[src/hw/can_mbx_regs.svh]
// Register offsets, reset values and bit positions of the mailbox transmit flag block
`ifndef CAN_MBX_REGS_SVH
`define CAN_MBX_REGS_SVH

// ==========================================================
// Register offsets (16-bit registers, byte addresses)
`define OFS_TX_PENDING 4'h0
`define OFS_CANCEL_REQ 4'h2
`define OFS_TX_DONE 4'h4
`define OFS_ABORT_DONE 4'h6
`define OFS_IRQ_STATUS 4'h8
`define OFS_IRQ_MASK 4'hA

// ==========================================================
// Reset values
`define FLAG_RESET 16'h0000
`define IRQ_RESET 2'h0
`define RDATA_RESET 16'h0000

// ==========================================================
// Field positions
`define RSVD_BIT 8
`define IRQ_TX_BIT 0
`define IRQ_AB_BIT 1

`endif

[src/hw/can_mbx_pkg.sv]
// Types and bit-order helpers of the mailbox transmit flag block
package can_mbx_pkg;

    // ==========================================================
    // Types
    typedef logic [15:0] mbx_vec_t;
    typedef logic [15:0] reg_word_t;
    typedef logic [3:0] reg_addr_t;
    typedef logic [1:0] irq_vec_t;

    // ==========================================================
    // Mailbox order to register order: mailboxes 7..1 on bits 15..9, 15..8 on 7..0
    function automatic reg_word_t to_reg(input mbx_vec_t m);
        return {m[7:1], 1'b0, m[15:8]};
    endfunction : to_reg

    // Register order to mailbox order; mailbox 0 never appears
    function automatic mbx_vec_t to_mbx(input reg_word_t r);
        return {r[7:0], r[15:9], 1'b0};
    endfunction : to_mbx

endpackage : can_mbx_pkg

[src/hw/flag_bank_if.sv]
// Carrier between the top module and one sticky flag bank
`timescale 1ns/100ps
interface flag_bank_if;
    import can_mbx_pkg::*;
    mbx_vec_t set_evt;
    mbx_vec_t clr_req;
    mbx_vec_t flags;
    modport bank (input set_evt, input clr_req, output flags);
    modport user (output set_evt, output clr_req, input flags);
endinterface : flag_bank_if

[src/hw/flag_bank.sv]
// Sixteen sticky flags in mailbox order; set wins over clear, mailbox 0 held at zero
`timescale 1ns/100ps
`include "can_mbx_regs.svh"
module flag_bank (
    // Clock, reset, enable
    input wire logic core_clk,
    input wire logic resetn,
    input wire logic ce,
    // Flag traffic
    flag_bank_if.bank fb
);
    import can_mbx_pkg::*;

    mbx_vec_t flags_q;
    mbx_vec_t flags_d;

    always_comb begin
        flags_d = flags_q;
        if (ce) begin
            flags_d = (flags_q & ~fb.clr_req) | fb.set_evt;
        end
        flags_d[0] = 1'b0;
    end

    always_ff @(posedge core_clk or negedge resetn) begin
        if (!resetn) begin
            flags_q <= `FLAG_RESET;
        end else begin
            flags_q <= flags_d;
        end
    end

    assign fb.flags = flags_q;

endmodule : flag_bank

[src/hw/can_mailbox_tx_ack_flags.sv]
// Transmit pending, cancel request and done flags of CAN mailboxes 1 to 15
//
// Design decisions made here: the register offsets and the plain strobed port.
`timescale 1ns/100ps
`include "can_mbx_regs.svh"
module can_mailbox_tx_ack_flags (
    // Clock, reset, enable
    input wire logic core_clk,
    input wire logic resetn,
    input wire logic ce,
    // Register port
    input wire can_mbx_pkg::reg_addr_t addr,
    input wire can_mbx_pkg::reg_word_t wdata,
    input wire logic wr_stb,
    input wire logic rd_stb,
    output can_mbx_pkg::reg_word_t rdata,
    // Protocol engine, mailbox order, one-cycle pulses in
    input wire can_mbx_pkg::mbx_vec_t tx_complete,
    input wire can_mbx_pkg::mbx_vec_t cancel_complete,
    output can_mbx_pkg::mbx_vec_t transmit_pending_bits,
    output can_mbx_pkg::mbx_vec_t cancel_request_bits,
    // Interrupt
    output logic irq
);
    import can_mbx_pkg::*;

    // ==========================================================
    // Register map, byte offsets of 16-bit words
    //   0x0 pending bits, a one sets, cleared by the engine
    //   0x2 cancel requests, a one sets, cleared on completion
    //   0x4 transmit-done flags, write one to clear
    //   0x6 abort-done flags, write one to clear
    //   0x8 interrupt status, bit 0 any send, bit 1 any abort
    //   0xA interrupt mask, same layout as status
    // Pending, cancel and done words share one mailbox bit order

    // ==========================================================
    // Write decode
    logic wr_pend;
    logic wr_canc;
    logic wr_txd;
    logic wr_abd;
    logic wr_ist;
    logic wr_imk;
    mbx_vec_t wr_mbx;
    mbx_vec_t txd_clr;
    mbx_vec_t abd_clr;
    irq_vec_t ist_clr;

    always_comb begin
        // Strobes seen while the clock enable is low are dropped, not queued
        wr_pend = ce && wr_stb && (addr == `OFS_TX_PENDING);
        wr_canc = ce && wr_stb && (addr == `OFS_CANCEL_REQ);
        wr_txd = ce && wr_stb && (addr == `OFS_TX_DONE);
        wr_abd = ce && wr_stb && (addr == `OFS_ABORT_DONE);
        wr_ist = ce && wr_stb && (addr == `OFS_IRQ_STATUS);
        wr_imk = ce && wr_stb && (addr == `OFS_IRQ_MASK);
        // Bit 8 has no mailbox, so it drops out of the remap
        wr_mbx = to_mbx(wdata);
        // Clear masks stay zero unless their own register is written
        txd_clr = wr_txd ? wr_mbx : `FLAG_RESET;
        abd_clr = wr_abd ? wr_mbx : `FLAG_RESET;
        ist_clr = wr_ist ? wdata[1:0] : `IRQ_RESET;
    end

    // ==========================================================
    // Pending and cancel request bits
    // Both are set by software and cleared only by the engine's outcome
    mbx_vec_t pend_q;
    mbx_vec_t pend_d;
    mbx_vec_t canc_q;
    mbx_vec_t canc_d;
    mbx_vec_t tx_evt;
    mbx_vec_t ab_evt;

    always_comb begin
        // Only a mailbox that is waiting can report an outcome
        // A send and an abort of one mailbox in one cycle set both flags
        tx_evt = tx_complete & pend_q;
        ab_evt = cancel_complete & pend_q & canc_q;
        pend_d = pend_q;
        canc_d = canc_q;
        if (ce) begin
            pend_d = pend_q;
            // Writing zero cannot withdraw a request; only a cancel does
            if (wr_pend) begin
                pend_d = pend_d | wr_mbx;
            end
            pend_d = pend_d & ~(tx_evt | ab_evt);
            canc_d = canc_q;
            if (wr_canc) begin
                canc_d = canc_d | wr_mbx;
            end
            // A request left over once the message went out would abort the next one
            canc_d = canc_d & ~(ab_evt | tx_evt);
        end
        pend_d[0] = 1'b0;
        canc_d[0] = 1'b0;
    end

    always_ff @(posedge core_clk or negedge resetn) begin
        if (!resetn) begin
            pend_q <= `FLAG_RESET;
            canc_q <= `FLAG_RESET;
        end else begin
            pend_q <= pend_d;
            canc_q <= canc_d;
        end
    end

    assign transmit_pending_bits = pend_q;
    assign cancel_request_bits = canc_q;

    // ==========================================================
    // Done flag banks
    flag_bank_if txd_if ();
    flag_bank_if abd_if ();

    // Both banks force mailbox 0 to zero; bit 8 never reads back as one because to_reg fills it with a constant zero
    // An event and a clear of one flag in one cycle leave the flag set
    always_comb begin
        txd_if.set_evt = tx_evt;
        txd_if.clr_req = txd_clr;
        abd_if.set_evt = ab_evt;
        abd_if.clr_req = abd_clr;
    end

    flag_bank u_tx_done (
        .core_clk(core_clk),
        .resetn(resetn),
        .ce(ce),
        .fb(txd_if.bank)
    );

    flag_bank u_abort_done (
        .core_clk(core_clk),
        .resetn(resetn),
        .ce(ce),
        .fb(abd_if.bank)
    );

    // ==========================================================
    // Interrupt status and mask
    irq_vec_t ist_q;
    irq_vec_t ist_d;
    irq_vec_t imk_q;
    irq_vec_t imk_d;
    irq_vec_t ev_now;

    always_comb begin
        ev_now = `IRQ_RESET;
        ev_now[`IRQ_TX_BIT] = |tx_evt;
        ev_now[`IRQ_AB_BIT] = |ab_evt;
        ist_d = ist_q;
        imk_d = imk_q;
        if (ce) begin
            // New events win over a clear in the same cycle
            ist_d = ist_q & ~ist_clr;
            ist_d = ist_d | ev_now;
            if (wr_imk) begin
                imk_d = wdata[1:0];
            end
        end
    end

    always_ff @(posedge core_clk or negedge resetn) begin
        if (!resetn) begin
            ist_q <= `IRQ_RESET;
            imk_q <= `IRQ_RESET;
        end else begin
            ist_q <= ist_d;
            imk_q <= imk_d;
        end
    end

    // Level output: stays high until software clears the status or masks it
    assign irq = |(ist_q & imk_q);

    // ==========================================================
    // Read port, data valid the cycle after the strobe only
    reg_word_t rdata_q;
    reg_word_t rdata_d;

    always_comb begin
        rdata_d = rdata_q;
        if (ce) begin
            // Idle cycles return zero so a stale word is never taken for data
            rdata_d = `RDATA_RESET;
            if (rd_stb) begin
                case (addr)
                    `OFS_TX_PENDING: rdata_d = to_reg(pend_q);
                    `OFS_CANCEL_REQ: rdata_d = to_reg(canc_q);
                    `OFS_TX_DONE: rdata_d = to_reg(txd_if.flags);
                    `OFS_ABORT_DONE: rdata_d = to_reg(abd_if.flags);
                    `OFS_IRQ_STATUS: rdata_d = {14'h0000, ist_q};
                    `OFS_IRQ_MASK: rdata_d = {14'h0000, imk_q};
                    default: rdata_d = `RDATA_RESET;
                endcase
                rdata_d[`RSVD_BIT] = 1'b0;
            end
        end
    end

    always_ff @(posedge core_clk or negedge resetn) begin
        if (!resetn) begin
            rdata_q <= `RDATA_RESET;
        end else begin
            rdata_q <= rdata_d;
        end
    end

    assign rdata = rdata_q;

endmodule : can_mailbox_tx_ack_flags

[config.mk]
export PLATFORM = sky130hd
export DESIGN_NAME = can_mailbox_tx_ack_flags
export DESIGN_NICKNAME = d
export VERILOG_FILES = /design/src/hw/can_mbx_pkg.sv /design/src/hw/flag_bank_if.sv /design/src/hw/flag_bank.sv /design/src/hw/can_mailbox_tx_ack_flags.sv
export VERILOG_INCLUDE_DIRS = /design/src /design/src/hw
export SDC_FILE = /design/constraint.sdc
export NUM_CORES = 1
export LEC_CHECK = 0
export BUFFER_PORTS_ARGS = -buffer_cell sky130_fd_sc_hd__buf_2
export CAP_MARGIN = 20
export CORE_ASPECT_RATIO = 1.25
export CORE_MARGIN = 10
export CORE_UTILIZATION = 50
export CTS_CLUSTER_DIAMETER = 80
export DETAILED_ROUTE_END_ITERATION = 7
export HOLD_SLACK_MARGIN = 0.1
export PLACE_DENSITY = 0.76
export SLEW_MARGIN = 0
export SYNTH_ARGS = -nofsm -noshare
export SYNTH_HDL_FRONTEND = slang
export SYNTH_SLANG_ARGS = --single-unit
[constraint.sdc]
create_clock -name core_clk -period 1.75 [get_ports core_clk]
set_input_delay 0.175 -clock core_clk [delete_from_list [all_inputs] [get_ports core_clk]]
set_output_delay 0.175 -clock core_clk [all_outputs]
set_load 0.02 [all_outputs]
## Word-level counts from Yosys, hierarchy flattened

Cells that the tools add are included.

- Register bits: 80
- Input port bits: 57
- Output and inout port bits: 49
- Word-level logic and storage cells: 52

- Eq/ne operators: 5
- Muxes and demuxes: 9
- Bitwise logic cells: 19
- Reduce and logical (&&, ||, !) cells: 12

Operators with widths:

| operator | count |
|---|---|
| $and A16 B16 Y16 | 7 |
| $mux W16 | 7 |
| $pmux W16 S6 | 1 |
| $or A16 B16 Y16 | 5 |
| $not A16 Y16 | 3 |
| $reduce_or A16 Y1 | 2 |
| $eq A4 B3 Y1 const B | 2 |
| $eq A4 B4 Y1 const B | 2 |
| $logic_and A1 B1 Y1 | 7 |
| $and A2 B2 Y2 | 2 |
| $eq A4 B2 Y1 const B | 1 |
| $logic_not A4 Y1 | 1 |
| $mux W2 | 1 |
| $not A2 Y2 | 1 |
| $or A2 B2 Y2 | 1 |
| $reduce_and A2 Y1 | 1 |
| $reduce_or A2 Y1 | 1 |

## Logic depth before layout (Yosys ltp)

Gate-level depths: netlist of run 1.

- Word-level depth: 6
- Depth in mapped cells: 7

## Cells and area by module

A second synthesis of run 1 with hierarchy kept.

- Cells, all modules: 419
- Area, all modules: 4051.4 um2

By module, submodules not included:

| module | times used | cells each | area an instance (um2) | seq. area each (um2) |
|---|---|---|---|---|
| can_mailbox_tx_ack_flags | 1 | 319 | 2842.7 | 1226.2 |
| flag_bank | 2 | 50 | 604.3 | 375.4 |

## Worst setup path after synthesis of run 1

No wires, ideal clock.

- Path kind: register -> register
- Start point: register pend_q[6], in the netlist transmit_pending_bits[6]
- End point: register ist_q[0]
- Setup time: 121 ps
- Arrival time: 1288 ps
- Required time: 1629 ps
- Slack: 341 ps
- Cell stages (with the launch flop): 5
- Path buffers: 0
- Cells stage by stage: dfrtp_1 a222oi_1 and3_1 nand4_1 a22o_1

- Word-level cells in the longest chain between the ends: 3

Ends and longest elaborated chain:

| item | line | source |
|---|---|---|
| from (decl) | can_mailbox_tx_ack_flags.sv:69 | `mbx_vec_t pend_q;` |
| from (signal assigned) | can_mailbox_tx_ack_flags.sv:103 | `` pend_q <= `FLAG_RESET; `` |
| from (signal assigned) | can_mailbox_tx_ack_flags.sv:106 | `pend_q <= pend_d;` |
| $and A16 B16 Y16 | can_mailbox_tx_ack_flags.sv:79 | `tx_evt = tx_complete & pend_q;` |
| $reduce_or A16 Y1 | can_mailbox_tx_ack_flags.sv:152 | `` ev_now[`IRQ_TX_BIT] = \|tx_evt; `` |
| $or A2 B2 Y2 | can_mailbox_tx_ack_flags.sv:159 | `ist_d = ist_d \| ev_now;` |
| to (signal assigned) | can_mailbox_tx_ack_flags.sv:168 | `` ist_q <= `IRQ_RESET; `` |
| to (signal assigned) | can_mailbox_tx_ack_flags.sv:171 | `ist_q <= ist_d;` |
| to (decl) | can_mailbox_tx_ack_flags.sv:144 | `irq_vec_t ist_q;` |

Every way passes these cells.
A chain may end at the register's enable or synchronous reset.

## Worst setup path in the final report of run 1

- Start point: input port ce
- End point: register u_tx_done.flags_q[9], in the netlist u_tx_done.fb.flags[9]

- Word-level cells in the longest chain between the ends: 6

Ends and longest elaborated chain:

| item | line | source |
|---|---|---|
| from (decl) | can_mailbox_tx_ack_flags.sv:10 | `input wire logic ce,` |
| $logic_and A1 B1 Y1 (2 in a row) | can_mailbox_tx_ack_flags.sv:54 | `` wr_txd = ce && wr_stb && (addr == `OFS_TX_DONE); `` |
| $mux W16 (no source line) | - |  |
| $not A16 Y16 | flag_bank.sv:20 | `flags_d = (flags_q & ~fb.clr_req) \| fb.set_evt;` |
| $and A16 B16 Y16 | flag_bank.sv:20 |  |
| $or A16 B16 Y16 | flag_bank.sv:20 |  |
| to (signal assigned) | flag_bank.sv:27 | `` flags_q <= `FLAG_RESET; `` |
| to (signal assigned) | flag_bank.sv:29 | `flags_q <= flags_d;` |
| to (decl) | flag_bank.sv:14 | `mbx_vec_t flags_q;` |

Several ways; a longest one is shown, not always the timed one.

==> results.md, run 1 <==
- Site Rows: 35
- Root buf cell: clkbuf_8
- Outcome: finished clean
- Max Slew Vio Count: 0
- Max cap viols: 0
- Die X: a little under 100 µm
- Fin. Hold Viols: 0
- Area of the core: around 7500 µm²
- Slew headroom: between 20% and 30%
- Yosys warning total: 0
- Port bufs: approximately 100
- Detailed Route Iter0 Violations: between 300 and 400
- Worst endpoint required time: approximately 2000 ps
- Layout cells sized above 1: between 30% and 40%
- Num Clock Sinks: 79
- Period minus WS final: around 1600 ps
- Nets: roughly 600
- Die area: roughly 12000 µm²
- Final Cell Area: about 5000 µm²
- PD cells: roughly 1200 nW/µm²
- Setup crit end kind: register
- #FFs+latches synth: a little under 80
- Maximum number of pins on one net before global-route repair: 40
- Power Internal: 4.02 mW
- GP Congestion: between 0.9 and 1
- EDFF count, synth: 0
- Clock power share: approximately 28%
- Most common cell in the netlist: nand2_1
- DPL Wire Length: slightly above 9000 µm
- Slowest cell delay on critical path: between 500 and 600 ps
- Yosys cell types: 33
- ANT nets after route: 0
- Drt wl/cell: around 20 µm
- Mapped Area: around 3900 µm²
- Worst Path Arrival: 1890 ps
- 1st-pass router iterations: 5
- Clock Skews: approximately 11 ps
- CP max stage cell: dlygate4sd3_1
- Max Clk Rate: a little over 600 MHz
- # diodes: 0
- Latest clock arrival within the worst-skew pair: roughly 360 ps
- First-pass GRT wire length: a little over 20000 µm
- Syn_area_per_cell: just over 9 µm²
- Initial Util: 51.8%
- Total Routed Length: between 10000 and 15000 µm
- Vias/cell: roughly 5.9
- Initial antenna violation count: 0
- Ys async rst share: 100%
- Clock Pin Slew Worst Setup and Hold Paths: 90 ps
- DP Area: around 4600 µm²
- Worst setup SP type: input pin
- CP Class: input pin to register
- Worst Tran Pin Value: roughly 1100 ps
- CTS Buf Count: 9
- Die H: 119 µm
- Dominant synthesized flop cell: dfrtp_1
- Setup Viol. Count Final: 0
- P&R area growth vs syn: 27.6%
- Min-Delay Path Class: input pin to register
- P_sw: roughly 2.2 mW
- TritonCTS clock tree: done
- Power share of the combinational group: a little over a quarter
- Fillcell total: just over 600
- Top cell type's share of synthesized area: just over 50%
- Top cell types by occurrence after synthesis: nand2_1 (106), dfrtp_1 (79), nand3_1 (25)
- CTS Buffer Depth: 2
- Top Ports: 106
- Post-Syn Instances: between 400 and 500
- Top Family by Delay on Critical Path: buffers and inverters
- Maximum vdd drop: 825 µV
- H-tree Lvls: 3
- Period utilization: between 90% and 100%
- Top post-synthesis cells by area: dfrtp_1 (51%), nand2_1 (10%), a22o_1 (4.3%), nand3_1 (3.2%), a221oi_1 (3.2%)
- Critical-path maximum fanout: 6
- WP buf/inv: 3
- Switching Share: between 30% and 40%
- Total grt overflow: 0
- Overall Global Routing Usage: approximately a fifth
- Yosys top cell by area: dfrtp_1
- Crit path cell chain: dlygate4sd3_1, buf_2, nand2_1, nor4_4, buf_4, nand2_1, a21bo_2
- Setup TNS: 0 ps
- Seq pwr share: a little under half
- Post-synthesis sequential area ratio: approximately 51%
- RSZ-0062 raised after global routing: no
- Vias in the first global route: 3963
- Post-CTS Setup Inserts: 0
- Via count: ~3.8k
- Drc violations: 0
- Cell mode on critical path: nand2_1
- Leakage: approximately 2.5 nW
state kept, by name (all words and copies together), names as in the netlist:
| name | cells |
|---|---|
| cancel_request_bits | 15 |
| imk_q | 2 |
| ist_q | 2 |
| rdata | 15 |
| transmit_pending_bits | 15 |
| u_abort_done.fb.flags | 15 |
| u_tx_done.fb.flags | 15 |
worst paths after layout:
kind                                                 from                         to  slack, ps  cells after the start
max in group asynchronous                          resetn                   imk_q[0]        910                      3
worst min register to register  u_abort_done.fb.flags[13]  u_abort_done.fb.flags[13]        480                      2
min in group asynchronous                          resetn  transmit_pending_bits[14]        230                      2
worst max register to register   transmit_pending_bits[1]                   ist_q[0]        220                      4
worst min-delay path                      tx_complete[11]     u_tx_done.fb.flags[11]        100                      3
worst max-delay path                                   ce      u_tx_done.fb.flags[9]        120                      7
cells by family after synthesis:
kind of cell | count (synthesis) | synth area share [%]
compound gates | 93 | 17.7
simple gates | 206 | 25.7
mux | 2 | 0.580
other cells | 1 | 0.0966
flops | 79 | 50.9
buf+inv | 37 | 4.96
per-layer routing:
metal	up-vias	track usage (%)	wire length, µm
met1	1845	25.3	4670
met2	193	35.3	6350
li1	1748	-	-
met3	36	4.55	1090
met4	0	9.25	458
met5	-	0	0
worst register-to-register path, cell delays in order, from the launching register on:
cell and delay (ps):
dfrtp_1 390, a22o_1 210, a221oi_1 360, nand4_1 200
a22o_1 270
cells in the final DEF (no fill, tap or decap), types with 3 or more instances in the layout:
master,synthesis,layout
buf_4,7,29
a221oi_1,14,14
a22o_1,19,19
inv_1,15,15
nand3_1,25,25
a21oi_2,10,10
conb_1,1,3
nor2_1,23,23
a21oi_1,20,20
nand2_1,106,106
nor3_2,3,3
nand4_1,19,19
nor4_4,3,3
dfrtp_1,79,79
bufinv_16,0,3
nor3_1,6,6
and3_1,4,4
a31oi_1,4,4
clkbuf_8,0,11
dlygate4sd3_1,0,7
nor2_2,10,10
a22oi_1,7,7
o22ai_1,15,15
buf_2,7,98
power by group through the flow:
stage / sequential (mW) / clock, mW / combinational, mW
2_1_floorplan: 3.02 / 0 / 0.727
3_3_place_gp: 2.83 / 0 / 1.59
3_5_place_dp: 2.85 / 0 / 1.64
4_1_cts: 2.81 / 1.71 / 1.66
6_report: 2.83 / 1.70 / 1.64
5_1_grt: 2.90 / 1.78 / 1.83
per-stage QoR:
stage / power (mW) / setup WS, ps / instances / util [%] / hold slack [ps]
6_report: 6.18 / 116 / 643 / 66.1 / 101
5_1_grt: 6.51 / 41.1 / 643 / 66.1 / 127
4_1_cts: 6.19 / 117 / 642 / 66.0 / 101
3_5_place_dp: 4.49 / -162 / 619 / 61.7 / 69.7
3_3_place_gp: 4.42 / -104 / 619 / 61.7 / 62.0
2_1_floorplan: 3.74 / 341 / 420 / - / -121
repair_timing:
action                    CTS  global route
hold endpoints to repair   86             0
resized for setup           0             0
hold buffers                7             0
area by class of cell:
type	count	area, µm²	area share [%]
clock buffers	11	151	3.06
clock inverters	5	104	2.10
well taps	92	115	2.32
multi-input cells	304	1720	34.7
inverters	15	56.3	1.14
flip-flops and latches	79	1980	39.9
repair buffers	137	830	16.7
No activity file was read; power rests on OpenSTA's default activity.
==> run 2, diff against run 1 <==
- BUFFER_PORTS_ARGS: -buffer_cell sky130_fd_sc_hd__buf_2 -> unset
- CORE_UTILIZATION: 50 -> 40
- DONT_BUFFER_PORTS: unset -> 1
- PLACE_DENSITY: 0.76 -> 0.53
==> results.md, run 2 (synthesis gave the netlist of run 1 again) <==
- Outcome: finished, violations left
- Failing checks: hold timing
- DP Cell Count: ~560
- Final Core Density: between 50% and 60%
- Layout cells sized above 1: ~16%
- R2r startpoint: cancel_request_bits[5]
- Worst Path Arrival: 1880 ps
- Period utilization: between 90% and 100%
- First-pass GRT wire length: 21200 µm
- Detailed Route Iter0 Violations: about 300
- Clock Skews: 5.37 ps
- Vias/cell: 5.80
- Maximum vdd drop: 568 µV
- # diodes: 0
- Die H: 130 µm
- Die area: between 10000 and 15000 µm²
- PD cells: 1240 nW/µm²
- Reg2Reg Depth: 4
- Worst endpoint required time: a little under 2000 ps
- R2R Setup Slk: approximately 180 ps
- Post-CTS Setup Inserts: 0
- H-tree Lvls: 3
- Latest clock arrival within the worst-skew pair: ~340 ps
- Port bufs: 0
- ANT nets after route: 0
- Overall Global Routing Usage: about a fifth
- Area of the core: roughly 9600 µm²
- Worst setup SP type: input pin
- CP Class: input pin to register
- Fillcell total: around 880
- Max Slew Vio Count: 0
- Final Cell Area: a little under 5000 µm²
- CTS Buffer Depth: 2
- Nets: between 500 and 600
- TritonCTS clock tree: done
- Non-Filler Instances: 623
- Worst r2r dst: transmit_pending_bits[5]
- Setup Viol. Count Final: 0
- Root buf cell: clkbuf_16
- Min-Delay Path Class: input pin to asynchronous set/reset pin
- Num Clock Sinks: 79
- Critical-path maximum fanout: 9
- Slew headroom: 40.8%
- Maximum number of pins on one net before global-route repair: 80
- Clock Pin Slew Worst Setup and Hold Paths: ~60 ps
- Die X: roughly 110 µm
- GP Congestion: slightly above 0.8
- Total grt overflow: 0
- Vias in the first global route: between 3k and 4k
- Drt wl/cell: 22.1 µm
- Max cap viols: 0
- Top Ports: between 100 and 150
- Post-CTS Hold Fix Bufs: 52
- Most common cell after layout, fill and taps aside: nand2_1
- Hold slack: -472 ps
- CTS Buf Count: 9
- 1st-pass router iterations: 5
- Setup crit end kind: register
- P&R area growth vs syn: 27.8%
- Drc violations: 0
- Max Clk Rate: roughly 600 MHz
- Site Rows: 40
- DP Area: roughly 4200 µm²
- Initial Util: 40.6%
- Leakage: roughly 2.3 nW
- DPL Wire Length: 9230 µm
- Total Routed Length: roughly 14000 µm
- Worst Tran Pin Value: 884 ps
- Initial antenna violation count: 0
- RSZ-0062 raised after global routing: no
- Period minus WS final: around 1600 ps
- Setup TNS: 0 ps
- Crit. Startpoint: addr[0]
- Via count: between 3k and 4k
- Fin. Hold Viols: 79
- Most frequent cells in the layout: nand2_1 (106), dfrtp_1 (79), dlygate4sd3_1 (51), buf_4 (33), nand3_1 (25)
-- run 2: worst max path at each step --
stage | endpoint | cells past startpoint | slack [ps]
after global routing | ist_q[1] | 5 | 30
after CTS | ist_q[1] | 5 | 50
after floorplan | ist_q[0] | 4 | 340
final | ist_q[1] | 5 | 100
after detailed placement | rdata[9] | 6 | 70
after global placement | rdata[9] | 6 | 90
-- run 2: layout make-up --
cell class / count / area, µm² / area share [%]
Clock buffer: 13 / 260 / 5.25
Clock inverter: 1 / 5.00 / 0.101
Sequential cell: 79 / 1980 / 39.8
Multi-Input combinational cell: 304 / 1730 / 34.8
Timing Repair Buffer: 85 / 778 / 15.7
Tap cell: 126 / 158 / 3.18
Inverter: 15 / 56.3 / 1.13
-- run 2: timing repair --
action                     in CTS  in global routing
resized for setup               0                  1
setup endpoints to repair       0                  2
hold endpoints to repair      158                 79
-- run 2: report_power, final --
part	total, mW	switching [mW]	internal (mW)
logic	1.52	0.865	0.653
clock network	1.74	0.723	1.02
registers	2.88	0.527	2.35
total	6.14	2.11	4.02
-- run 2: critical path: stages --
cell and delay, ps:
dlygate4sd3_1 560, nor4_2 290, dlygate4sd3_1 600, nand2_1 60, a22o_1 190
-- run 2: routing by layer --
metal	global-route usage (%)	share of wire (%)	up-vias
met4	7.17	1.6	0
met1	24.9	40	1775
met5	0	0	-
li1	-	-	1647
met3	6.12	9.4	18
met2	30.8	49	173
-- run 2: through the flow --
step | power, mW | setup WS, ps
6_report | 6.14 | 101
5_1_grt | 6.47 | 27.4
3_5_place_dp | 4.26 | 67.7
2_1_floorplan | 3.74 | 341
4_1_cts | 6.17 | 50.0
3_3_place_gp | 4.22 | 87.7
==> run 3, diff against run 2 <==
- ABC_AREA: unset -> 1
==> results.md, run 3 <==
- Outcome: finished, violations left
- Failing checks: hold timing
- Drt wl/cell: roughly 19 µm
- Latest clock arrival within the worst-skew pair: roughly 340 ps
- EDFF count, synth: 0
- 1st-pass router iterations: 4
- Root buf cell: clkbuf_16
- Total Routed Length: about 13000 µm
- Worst Tran Pin Value: a little under 600 ps
- Vias/cell: between 5 and 6
- Drc violations: 0
- Maximum vdd drop: 761 µV
- CTS Buffer Depth: 2
- Min-Delay Path Class: input pin to asynchronous set/reset pin
- Initial Util: 40.9%
- Fin. Hold Viols: 79
- P&R area growth vs syn: 24.0%
- DPL Wire Length: between 8000 and 9000 µm
- Area of the core: 9560 µm²
- TritonCTS clock tree: done
- Period utilization: roughly 77%
- Ys async rst share: between 90% and 100%
- Detailed Route Iter0 Violations: about 260
- H-tree Lvls: 3
- Maximum number of pins on one net before global-route repair: 80
- Yosys cell types: 22
- Post-CTS Hold Fix Bufs: between 40 and 50
- # diodes: 0
- Most common cell after layout, fill and taps aside: nand2_1
- Syn_area_per_cell: 7.88 µm²
- Worst endpoint required time: 1970 ps
- Top cell type's share of synthesized area: between 50% and 60%
- Met3 Use GR: 4.16%
- Top Ports: 106
- GR Util met2: a little under a third
- Num Clock Sinks: approximately 80
- Most frequent cells in the layout: nand2_1 (123), dfrtp_1 (79), nand3_1 (75), o21ai_0 (50), a21oi_1 (45)
- Max Slew Vio Count: 0
- Site Rows: 40
- Port bufs: 0
- Dominant synthesized flop cell: dfrtp_1
- Final Cell Area: about 4800 µm²
- Vias in the first global route: approximately 3.8k
- Top post-synthesis cells by area: dfrtp_1 (51%), nand2_1 (12%), nand3_1 (9.6%), o21ai_0 (6.4%), a21oi_1 (5.8%)
- Post-synthesis sequential area ratio: between 50 and 60%
- Worst Path Arrival: about 1600 ps
- Hold slack: -469 ps
- CP Class: register to register
- Clock Pin Slew Worst Setup and Hold Paths: roughly 70 ps
- Critical-path maximum fanout: 5
- Setup Viol. Count Final: 0
- Die area: 14100 µm²
- Top cell types by occurrence after synthesis: nand2_1 (123), dfrtp_1 (79), nand3_1 (75)
- Post-CTS sizing: 0
- GP Congestion: approximately 0.82
- Period minus WS final: ~1400 ps
- First-pass GRT wire length: about 20000 µm
- Max cap viols: 0
- Mapped Area: ~4000 µm²
- Post-Syn Instances: about 500
- RSZ-0062 raised after global routing: no
- Total grt overflow: 0
- PD cells: between 1000 and 1500 nW/µm²
- DP Area: 4030 µm²
- Initial antenna violation count: 0
- Layout cells sized above 1: roughly 7%
- Setup TNS: 0 ps
- Post-CTS Setup Inserts: 0
- Die X: roughly 110 µm
- CTS Buf Count: 9
- Setup crit end kind: register
- Leakage: 2.30 nW
- Nets: 593
- Via count: between 3k and 4k
- Die H: 131 µm
- Overall Global Routing Usage: between 15 and 20%
- ANT nets after route: 0
- Most common cell in the netlist: nand2_1
- Max Clk Rate: around 740 MHz
- Worst setup SP type: register
- Clock Skews: ~6.2 ps
- Yosys warning total: 0
- #FFs+latches synth: 79
- GR peak layer: met2
- GR Util met1: 22.1%
- Yosys top cell by area: dfrtp_1
- Slew headroom: between 60% and 70%
-- run 3: cell types whose count changed after synthesis, moves of 15 or more --
cell | previous run | this run
nand3_1 | 25 | 75
a22o_1 | 19 | 1
o22ai_1 | 15 | 0
a21oi_1 | 20 | 45
nand2_1 | 106 | 123
o21ai_0 | 0 | 50
-- run 3: cells by family (layout without fill, tap and decap cells) --
logic type / Yosys count / count (layout) / share of synthesized area (%)
AOI/OAI and AO/OA: 109 / 109 / 14.2
and+or+nand+nor: 252 / 252 / 28.6
other: 1 / 3 / 0.0960
buffers and inverters: 55 / 98 / 6.50
DFF: 79 / 79 / 50.6
-- run 3: worst paths after layout --
| path | from | endpoint | slack (ps) | cells past startpoint |
|---|---|---|---|---|
| worst max-delay path | transmit_pending_bits[12] | ist_q[1] | 400 | 6 |
| worst min-delay path | resetn | transmit_pending_bits[5] | -470 | 0 |
| worst max register to register | transmit_pending_bits[12] | ist_q[1] | 400 | 6 |
| worst min register to register | u_tx_done.fb.flags[2] | u_tx_done.fb.flags[2] | 480 | 2 |
| max in group asynchronous | resetn | rdata[0] | 2070 | 0 |
| min in group core_clk | cancel_complete[3] | u_abort_done.fb.flags[3] | 100 | 2 |
-- run 3: per-stage QoR --
stage,worst slack (ps),utilization (%),total power [mW],instances
floorplan,639,-,3.77,498
global placement,322,42.2,4.07,609
detailed placement,285,42.2,4.12,609
CTS,403,50.7,6.69,667
global route,266,50.7,7.02,667
finish,396,50.7,6.64,667
-- run 3: routing by layer --
layer	share of wire, %	vias up
met4	1.6	0
met5	0	-
met3	6.9	16
met1	40	1718
li1	-	1738
met2	52	124
-- run 3: power by group --
group / switching [mW] / internal, mW / total [mW]
clock network: 0.782 / 1.69 / 2.47
registers: 0.762 / 2.38 / 3.15
logic: 0.589 / 0.429 / 1.02
-- run 3: layout make-up --
type / instances / area [µm²]
inverters: 30 / 113
multi-input cells: 364 / 1690
fillers: 947 / 4710
clock inverters: 7 / 168
repair buffers: 52 / 520
flip-flops and latches: 79 / 1980
well taps: 126 / 158
clock buffers: 9 / 225
-- run 3: critical path, cell delays in order (launching register included) --
cell     delay (ps)
dfrtp_1         500
nand3_1         210
nand2_1          70
nor2_1          130
nand2_1          80
o21ai_0         170
nand2_1          80
